**src/logic/dcd_pkg.sv**
```systemverilog
/*
  shared constants and types of the command decoder pair.
  assumes one 250 MHz clock shared by both ends.
*/
`default_nettype none
package dcd_pkg;
  localparam int BANK_W  = 3;
  localparam int NBANK   = 8;
  localparam int ADDR_W  = 13;
  localparam int ROW_W   = 13;
  localparam int AP_BIT  = 10;
  localparam int BC_BIT  = 12;
  localparam int MR_W    = 2;

  typedef enum logic [3:0] {
    DCD_CMD_NONE  = 4'h0,
    DCD_CMD_ACT   = 4'h1,
    DCD_CMD_PRE   = 4'h2,
    DCD_CMD_PREA  = 4'h3,
    DCD_CMD_RD    = 4'h4,
    DCD_CMD_WR    = 4'h5,
    DCD_CMD_MRS   = 4'h6,
    DCD_CMD_REF   = 4'h7,
    DCD_CMD_SRE   = 4'h8,
    DCD_CMD_PDE   = 4'h9,
    DCD_CMD_EXIT  = 4'hA,
    DCD_CMD_ZQL   = 4'hB,
    DCD_CMD_ZQS   = 4'hC,
    DCD_CMD_NOP   = 4'hD
  } dcd_cmd_t;

  typedef enum logic [1:0] {
    DCD_PWR_ON    = 2'h0,
    DCD_PWR_PD    = 2'h1,
    DCD_PWR_SR    = 2'h2
  } dcd_pwr_t;
endpackage
`default_nettype wire

```
**src/logic/dcd_if.sv**
```systemverilog
/*
  command pins between controller and decoder.
  assumes both ends run on the same clock.
*/
`timescale 1ns/1ps
`default_nettype none
interface dcd_if;
  import dcd_pkg::*;
  logic                cke;
  logic                cs_n;
  logic                ras_n;
  logic                cas_n;
  logic                we_n;
  logic [BANK_W-1:0]   ba;
  logic [ADDR_W-1:0]   addr;
  logic [1:0]          dm;
  modport ctrl (output cke, cs_n, ras_n, cas_n, we_n, ba, addr, dm);
  modport dev  (input  cke, cs_n, ras_n, cas_n, we_n, ba, addr, dm);
endinterface
`default_nettype wire

```
**src/logic/dcd_dev.sv**
```systemverilog
/*
  device end: decodes command pins, tracks eight banks and power state.
  assumes pins are synchronous to i_ref_clk, sampled on its rising edge.
*/
// Notes on behaviour
// - activate opens row in idle bank
// - row stays open until bank precharged
// - precharge one bank, or all when A10 high
// - controller waits row precharge time before activate; dcd_ctrl leaves it to the user
// - precharged bank idle; activate before column access
// - precharge to idle bank is accepted
// - controller keeps auto precharge transfers uninterrupted; dcd_ctrl leaves it to the user
// - column access on active bank; WE selects
// - A10 on read/write requests auto precharge
// - A12 picks chop or eight when enabled
// - all low with banks idle sets mode
// - no-operation registers no new command
// - chip deselected ignores all command inputs
// - refresh; with CKE falling enters self refresh
// - CKE falling on nop/deselect enters power-down
// - CKE rising on nop/deselect exits low power
// - ZQ calibration, A10 selects long or short
// - high data mask blocks write byte lanes
// - commands qualified by previous and current CKE
// - bank state checked at command bank address
// - inputs sampled on rising clock edge
// - bank address selects target mode register
`timescale 1ns/1ps
`default_nettype none
module dcd_dev
  import dcd_pkg::*;
(
  input  wire logic              i_ref_clk,
  input  wire logic              i_sys_rst,
  input  wire logic              i_otf_en,
  dcd_if.dev                     pins,
  output var  dcd_cmd_t          o_cmd,
  output logic [BANK_W-1:0]      o_bank,
  output logic [ROW_W-1:0]       o_addr,
  output logic                   o_auto_pre,
  output logic                   o_chop,
  output logic [1:0]             o_wr_lane_en,
  output logic [MR_W-1:0]        o_mr_sel,
  output logic [NBANK-1:0]       o_bank_open,
  output logic [ROW_W-1:0]       o_open_row [NBANK],
  output var  dcd_pwr_t          o_pwr,
  output logic                   o_err
);
  logic              cke_prev_reg;
  logic [NBANK-1:0]  open_reg;
  logic [ROW_W-1:0]  row_reg [NBANK];
  dcd_pwr_t          pwr_reg;
  dcd_cmd_t          cmd_reg;
  logic [BANK_W-1:0] bank_reg;
  logic [ROW_W-1:0]  addr_reg;
  logic              ap_reg;
  logic              chop_reg;
  logic [1:0]        lane_reg;
  logic [MR_W-1:0]   mr_reg;
  logic              err_reg;

  // command decode from the pins taken at this edge
  wire       sel     = ~pins.cs_n;
  wire [2:0] rcw     = {pins.ras_n, pins.cas_n, pins.we_n};
  wire       cke_hh  = cke_prev_reg & pins.cke;
  wire       cke_hl  = cke_prev_reg & ~pins.cke;
  wire       cke_lh  = ~cke_prev_reg & pins.cke;
  wire       all_idl = ~|open_reg;
  wire       b_open  = open_reg[pins.ba];
  wire       a10     = pins.addr[AP_BIT];
  wire       nop_des = ~sel | (rcw == 3'h7);
  wire       on      = (pwr_reg == DCD_PWR_ON);
  wire       is_act  = on & cke_hh & sel & (rcw == 3'h3);
  wire       is_pre  = on & cke_hh & sel & (rcw == 3'h2);
  wire       is_col  = on & cke_hh & sel & (rcw[2:1] == 2'h2);
  wire       is_mrs  = on & cke_hh & sel & (rcw == 3'h0);
  wire       is_ref  = on & sel & (rcw == 3'h1);
  wire       is_zq   = on & cke_hh & sel & (rcw == 3'h6);
  wire       pd_in   = on & cke_hl & nop_des;
  wire       lp_out  = ~on & cke_lh & nop_des;
  wire       act_ok  = is_act & ~b_open;
  wire       col_ok  = is_col & b_open;
  wire       bad     = (is_act & b_open) | (is_col & ~b_open)
                     | ((is_mrs | is_ref | is_zq) & ~all_idl);

  // A10 picks the all-bank or long form of precharge and calibration
  function automatic dcd_cmd_t pick_a10(input logic     hi,
                                       input dcd_cmd_t wide,
                                       input dcd_cmd_t narrow);
    return hi ? wide : narrow;
  endfunction

  // accepted command: low-power moves first, then refusals
  dcd_cmd_t cmd_next;
  always_comb begin
    cmd_next = DCD_CMD_NONE;
    if (lp_out) begin
      cmd_next = DCD_CMD_EXIT;
    end else if (pd_in) begin
      cmd_next = DCD_CMD_PDE;
    end else if (bad) begin
      cmd_next = DCD_CMD_NONE;
    end else if (act_ok) begin
      cmd_next = DCD_CMD_ACT;
    end else if (is_pre) begin
      cmd_next = pick_a10(a10, DCD_CMD_PREA, DCD_CMD_PRE);
    end else if (col_ok) begin
      cmd_next = pins.we_n ? DCD_CMD_RD : DCD_CMD_WR;
    end else if (is_mrs) begin
      cmd_next = DCD_CMD_MRS;
    end else if (is_ref & cke_hh) begin
      cmd_next = DCD_CMD_REF;
    end else if (is_ref & cke_hl) begin
      cmd_next = DCD_CMD_SRE;
    end else if (is_zq) begin
      cmd_next = pick_a10(a10, DCD_CMD_ZQL, DCD_CMD_ZQS);
    end
  end

  // qualifiers that travel with the decoded command
  wire       wr_go     = col_ok & ~pins.we_n;
  wire       ap_next   = col_ok & a10;
  wire       chop_next = col_ok & i_otf_en & ~pins.addr[BC_BIT];
  wire [1:0] lane_next = wr_go ? ~pins.dm : 2'h0;
  wire       mrs_go    = (cmd_next == DCD_CMD_MRS);
  dcd_pwr_t  pwr_next;
  assign pwr_next = lp_out ? DCD_PWR_ON :
                    pd_in  ? DCD_PWR_PD :
                    (cmd_next == DCD_CMD_SRE) ? DCD_PWR_SR : pwr_reg;

  // bank row tracking
  genvar g;
  generate
    for (g = 0; g < NBANK; g++) begin : g_bank
      wire hit  = (pins.ba == BANK_W'(g));
      wire opn  = (cmd_next == DCD_CMD_ACT) & hit;
      wire shut = (cmd_next == DCD_CMD_PREA) | ((cmd_next == DCD_CMD_PRE) & hit)
                | (col_ok & a10 & hit);
      always_ff @(posedge i_ref_clk or posedge i_sys_rst) begin
        if (i_sys_rst) begin
          open_reg[g] <= 1'b0;
          row_reg[g]  <= '0;
        end else if (opn) begin
          open_reg[g] <= 1'b1;
          row_reg[g]  <= pins.addr;
        end else if (shut) begin
          open_reg[g] <= 1'b0;
        end
      end
    end
  endgenerate

  // power state and the previous CKE sample
  always_ff @(posedge i_ref_clk or posedge i_sys_rst) begin
    if (i_sys_rst) begin
      cke_prev_reg <= 1'b1;
      pwr_reg      <= DCD_PWR_ON;
    end else begin
      cke_prev_reg <= pins.cke;
      pwr_reg      <= pwr_next;
    end
  end

  // decoded command and its qualifiers, each for one cycle
  always_ff @(posedge i_ref_clk or posedge i_sys_rst) begin
    if (i_sys_rst) begin
      cmd_reg  <= DCD_CMD_NONE;
      bank_reg <= '0;
      addr_reg <= '0;
      ap_reg   <= 1'b0;
      chop_reg <= 1'b0;
      lane_reg <= 2'h0;
      err_reg  <= 1'b0;
    end else begin
      cmd_reg  <= cmd_next;
      bank_reg <= pins.ba;
      addr_reg <= pins.addr;
      ap_reg   <= ap_next;
      chop_reg <= chop_next;
      lane_reg <= lane_next;
      err_reg  <= bad;
    end
  end

  // mode register target, held until the next accepted mode set
  always_ff @(posedge i_ref_clk or posedge i_sys_rst) begin
    if (i_sys_rst) begin
      mr_reg <= '0;
    end else if (mrs_go) begin
      mr_reg <= pins.ba[MR_W-1:0];
    end
  end

  // every output straight from its flop
  assign o_cmd        = cmd_reg;
  assign o_bank       = bank_reg;
  assign o_addr       = addr_reg;
  assign o_auto_pre   = ap_reg;
  assign o_chop       = chop_reg;
  assign o_wr_lane_en = lane_reg;
  assign o_mr_sel     = mr_reg;
  assign o_bank_open  = open_reg;
  assign o_open_row   = row_reg;
  assign o_pwr        = pwr_reg;
  assign o_err        = err_reg;
endmodule
`default_nettype wire

```
**src/flat_wrapper.sv**
```systemverilog
// flat-port wrapper written by rule: the top's interface ports become plain ports
module dcd_dev_flat import dcd_pkg::*;
  (i_ref_clk, i_sys_rst, i_otf_en, o_cmd, o_bank, o_addr, o_auto_pre, o_chop, o_wr_lane_en, o_mr_sel, o_bank_open, o_open_row, o_pwr, o_err, pins_cke, pins_cs_n, pins_ras_n, pins_cas_n, pins_we_n, pins_ba, pins_addr, pins_dm);
  dcd_if pins_i ();
  input  wire logic i_ref_clk;
  input  wire logic i_sys_rst;
  input  wire logic i_otf_en;
  output var  dcd_cmd_t o_cmd;
  output logic [BANK_W-1:0] o_bank;
  output logic [ROW_W-1:0] o_addr;
  output logic o_auto_pre;
  output logic o_chop;
  output logic [1:0] o_wr_lane_en;
  output logic [MR_W-1:0] o_mr_sel;
  output logic [NBANK-1:0] o_bank_open;
  output logic [ROW_W-1:0] o_open_row[NBANK];
  output var  dcd_pwr_t o_pwr;
  output logic o_err;
  input wire logic [$bits(pins_i.cke)-1:0] pins_cke;
  input wire logic [$bits(pins_i.cs_n)-1:0] pins_cs_n;
  input wire logic [$bits(pins_i.ras_n)-1:0] pins_ras_n;
  input wire logic [$bits(pins_i.cas_n)-1:0] pins_cas_n;
  input wire logic [$bits(pins_i.we_n)-1:0] pins_we_n;
  input wire logic [$bits(pins_i.ba)-1:0] pins_ba;
  input wire logic [$bits(pins_i.addr)-1:0] pins_addr;
  input wire logic [$bits(pins_i.dm)-1:0] pins_dm;
  assign pins_i.cke = pins_cke;
  assign pins_i.cs_n = pins_cs_n;
  assign pins_i.ras_n = pins_ras_n;
  assign pins_i.cas_n = pins_cas_n;
  assign pins_i.we_n = pins_we_n;
  assign pins_i.ba = pins_ba;
  assign pins_i.addr = pins_addr;
  assign pins_i.dm = pins_dm;
  dcd_dev u_core (.i_ref_clk(i_ref_clk), .i_sys_rst(i_sys_rst), .i_otf_en(i_otf_en), .pins(pins_i), .o_cmd(o_cmd), .o_bank(o_bank), .o_addr(o_addr), .o_auto_pre(o_auto_pre), .o_chop(o_chop), .o_wr_lane_en(o_wr_lane_en), .o_mr_sel(o_mr_sel), .o_bank_open(o_bank_open), .o_open_row(o_open_row), .o_pwr(o_pwr), .o_err(o_err));
endmodule
```
**config.mk**
```make
export PLATFORM = sky130hd
export DESIGN_NAME = dcd_dev_flat
export DESIGN_NICKNAME = d
export VERILOG_FILES = /design/src/logic/dcd_pkg.sv /design/src/logic/dcd_if.sv /design/src/logic/dcd_dev.sv /design/src/flat_wrapper.sv
export SDC_FILE = /design/constraint.sdc
export NUM_CORES = 1
export LEC_CHECK = 0
export CAP_MARGIN = 10
export CELL_PAD_IN_SITES_DETAIL_PLACEMENT = 1
export CELL_PAD_IN_SITES_GLOBAL_PLACEMENT = 1
export CORE_AREA = 8 8 115 117
export DETAILED_ROUTE_END_ITERATION = 10
export DIE_AREA = 0 0 123 125
export DONT_BUFFER_PORTS = 1
export GPL_ROUTABILITY_DRIVEN = 0
export PLACE_DENSITY_LB_ADDON = 0.1
export REMOVE_ABC_BUFFERS = 1
export SETUP_SLACK_MARGIN = 0.2
export SLEW_MARGIN = 10
export SYNTH_ARGS = -nofsm -noshare
export SYNTH_HDL_FRONTEND = slang
export SYNTH_SLANG_ARGS = --single-unit
```
**constraint.sdc**
```tcl
create_clock -name i_ref_clk -period 5.3 [get_ports i_ref_clk]
set_input_delay 0.795 -clock i_ref_clk [delete_from_list [all_inputs] [get_ports i_ref_clk]]
set_output_delay 0.795 -clock i_ref_clk [all_outputs]
set_load 0.02 [all_outputs]
```
==> results.yml <==
placement:
  io_buffer_count: 0
  pre_cts_ws_ps: 1720
  hpwlAfterDp_um: 9420
power_and_ir_drop:
  p_int_uw: 1970
  power_leakage_uw: 0.00315
  vdd_drop_max_uv: 240
  seqPwrFrac_pct: 47.1
  swShare_pct: 22.0
  powerDensity_mw_per_mm2: 401
  clockPowerShare_pct: 49.9
  combPwrFrac_pct: 3.0
  p_sw_uw: 555
job:
  max-cap-violations: 0
cells_and_area:
  fin_nets: 402
  drive_above_1_share_pct: 39.0
  diodes: 0
  largest_register_ffs: 104
  nFillCells: 1110
  synthToLayoutAreaGrowth_pct: 13.5
  seqCellArea_sq_mm: 0.00355
  utilization_pct: 54.3
  multiInputGateArea_sq_mm: 0.00191
clock_network:
  clk_latency_ps: 410
  cts_setup_buffers: 0
  clock-sinks: 142
  cts_root_buf: "clkbuf_16"
  cts.reportedPaths.clkPinSlew_ps: 60
  cts_made_buffers: 17
  ctsResizeCount: 0
  cts-hold-fix-buffers: 0
  cts_tree: "yes"
  h-tree-depth: 4
  cts_buffer_depth: 2
global_route:
  grt_max_degree: 88
  grt.overflow.total: 0
  grt_pass1_vias: 3430
  antenna_found_initial: 0
  grt_pass1_wl_um: 22100
  track_usage_pct: 19.3
synth:
  synth-xor-area-share_pct: 0
  synth-compound-area-share_pct: 3.22
  synth_cell_type_count: 41
  yosysWarnings: 0
  synth_seq_cells: 142
  ys.flop_type: "dfrtp_1"
  synthCells: 374
  synth_top_family_by_area: "multiplexers"
  synthArstFlopShare_pct: 100
  yosysMostFrequentCell: "dfrtp_1"
  syn-cell-area_sq_mm: 0.00556
  synth_edf_count: 0
  yosys-top-cells-count: "dfrtp_1 (141), mux2_2 (98), nand2_1 (19)"
  synthMuxAreaShare_pct: 23.5
  synth.area.top_cells: "dfrtp_1 (63%), mux2_2 (20%), mux2_4 (2.4%)"
  synth_adder_area_share_pct: 0
  synth_area_per_cell_sq_um: 14.9
  synth_seq_area_share_pct: 63.9
  synth-simple-area-share_pct: 7.31
  synth_top_area_cell: "dfrtp_1"
  synth_top_area_share_pct: 63.4
worst_setup_path:
  setup.worst_path.start: "u_core.o_bank_open[6]"
  worstPathArrival_ps: 3550
  cp-endpoint: "u_core.o_open_row[3]"
  crit_path_max_fanout: 14
  r2r_end: "u_core.o_open_row[3]"
  cp_data_required_time_ps: 5590
  crit_type: "reg2reg"
  r2r_cells: 6
  r2r-start: "u_core.o_bank_open[6]"
  r2r_setup_slack_ps: 2040
  critPathCaptureType: "flop"
  start_kind: "flop"
route:
  postRouteAntennaNets: 0
  drc: 0
  drt_iter0_drc: 179
  drt_first_pass_iters: 4
  vias: 3147
  vias_per_cell: 5.89
  drt_wl_total_um: 14200
  wl_per_cell_um: 26.6
die:
  initial_core_util_pct: 47.9
  coreArea_sq_mm: 0.0116
  die_w_um: 123
  row_count: 40
  die_area_sq_mm: 0.0154
  die_h_um: 125
  ios: 167
sta:
  max_freq_mhz: 307
  finalHoldViolCount: 0
  setup_slack_ps: 2040
  post-route-min-period_ps: 3260
  relSlewSlack_pct: 32.2
  setup-tns-final_ps: 0
  fin_crit_sh_pct: 61.5
  rsz0062_at_grt: "false"
  setup_viol: 0
  tightest_slew_ps: 1010
  fin_worst_skew_ps: 5.78
  slew_viol_final: 0
min_path:
  worstHoldPathType: "in2async"
status:
  outcome: "finished clean"
## cell families (layout without fill, tap and decap cells)
group,Yosys count,in the layout
mux,112,112
buf+inv,24,37
flops,142,142
simple gates,70,70
compound gates,26,26
## final cells by class
| class | count | area share, % |
|---|---|---|
| inverters | 6 | 0.436 |
| multi-input cells | 208 | 30.2 |
| clock inverters | 9 | 2.54 |
| clock buffers | 21 | 7.46 |
| repair buffers | 1 | 0.119 |
| flip-flops and latches | 142 | 56.3 |
| well taps | 147 | 2.91 |
## worst min path at each step
stage,cells past startpoint,start,endpoint,slack (ps)
6_report,1,i_sys_rst,u_core.o_auto_pre,380
5_1_grt,0,pins_cke,u_core.cke_prev_reg,350
4_1_cts,0,pins_cke,u_core.cke_prev_reg,350
3_5_place_dp,1,u_core.o_mr_sel[0],u_core.o_mr_sel[0],660
3_3_place_gp,1,u_core.o_mr_sel[0],u_core.o_mr_sel[0],660
2_1_floorplan,2,u_core.cke_prev_reg,u_core.o_pwr[0],630
## through the flow
step | total power, uW | instance area, sq um | hold slack [ps] | instances
after CTS | 2560 | 6310 | 353 | 534
after global routing | 2620 | 6310 | 354 | 534
after floorplan | 1260 | 5470 | 632 | 356
after detailed placement | 1290 | 5680 | 662 | 504
final | 2530 | 6310 | 377 | 534
after global placement | 1290 | 5680 | 658 | 504
## critical path: stages (launching register included)
cell and delay, ps:
dfrtp_1 500, mux2_1 340, mux4_2 550, nand2b_4 180, nor2_1 220, nand3_1 770, mux2_2 570
## routing by layer
layer	wire length, um	GRT usage (%)	vias up
li1	-	-	1336
met1	5270	22.2	1685
met2	7200	30.4	105
met3	1480	9.36	21
met4	234	7.23	0
met5	0	0	-
## power by group through the flow
stage               Combinational [uW]  Clock [uW]  Sequential [uW]
floorplan                         62.7           0             1200
global placement                  75.8           0             1210
detailed placement                78.6           0             1210
CTS                               79.3        1290             1190
global route                      87.9        1340             1190
finish                            76.8        1260             1190
## placed cells by master, fill, tap and decap left out, types with 2 or more instances in the layout
master and n:
a21oi_1 3, a31o_2 3, a31oi_1 2, and2_1 3, bufinv_16 4, clkbuf_16 17
clkbuf_8 3, clkinv_4 2, clkinvlp_4 3, dfrtp_1 141, inv_1 5, mux2_1 3
mux2_2 98, mux2_4 9, nand2_1 19, nand2b_4 2, nand3_1 6, nand3b_1 4
nor2_1 11, nor2b_1 2, nor3_1 2, nor3b_1 4, nor3b_4 2, nor4_1 3
nor4b_1 2, o211ai_1 3, o21ai_0 8, o311ai_0 2, or3_1 4, or3b_2 2
(Power assumes the default switching activity.)
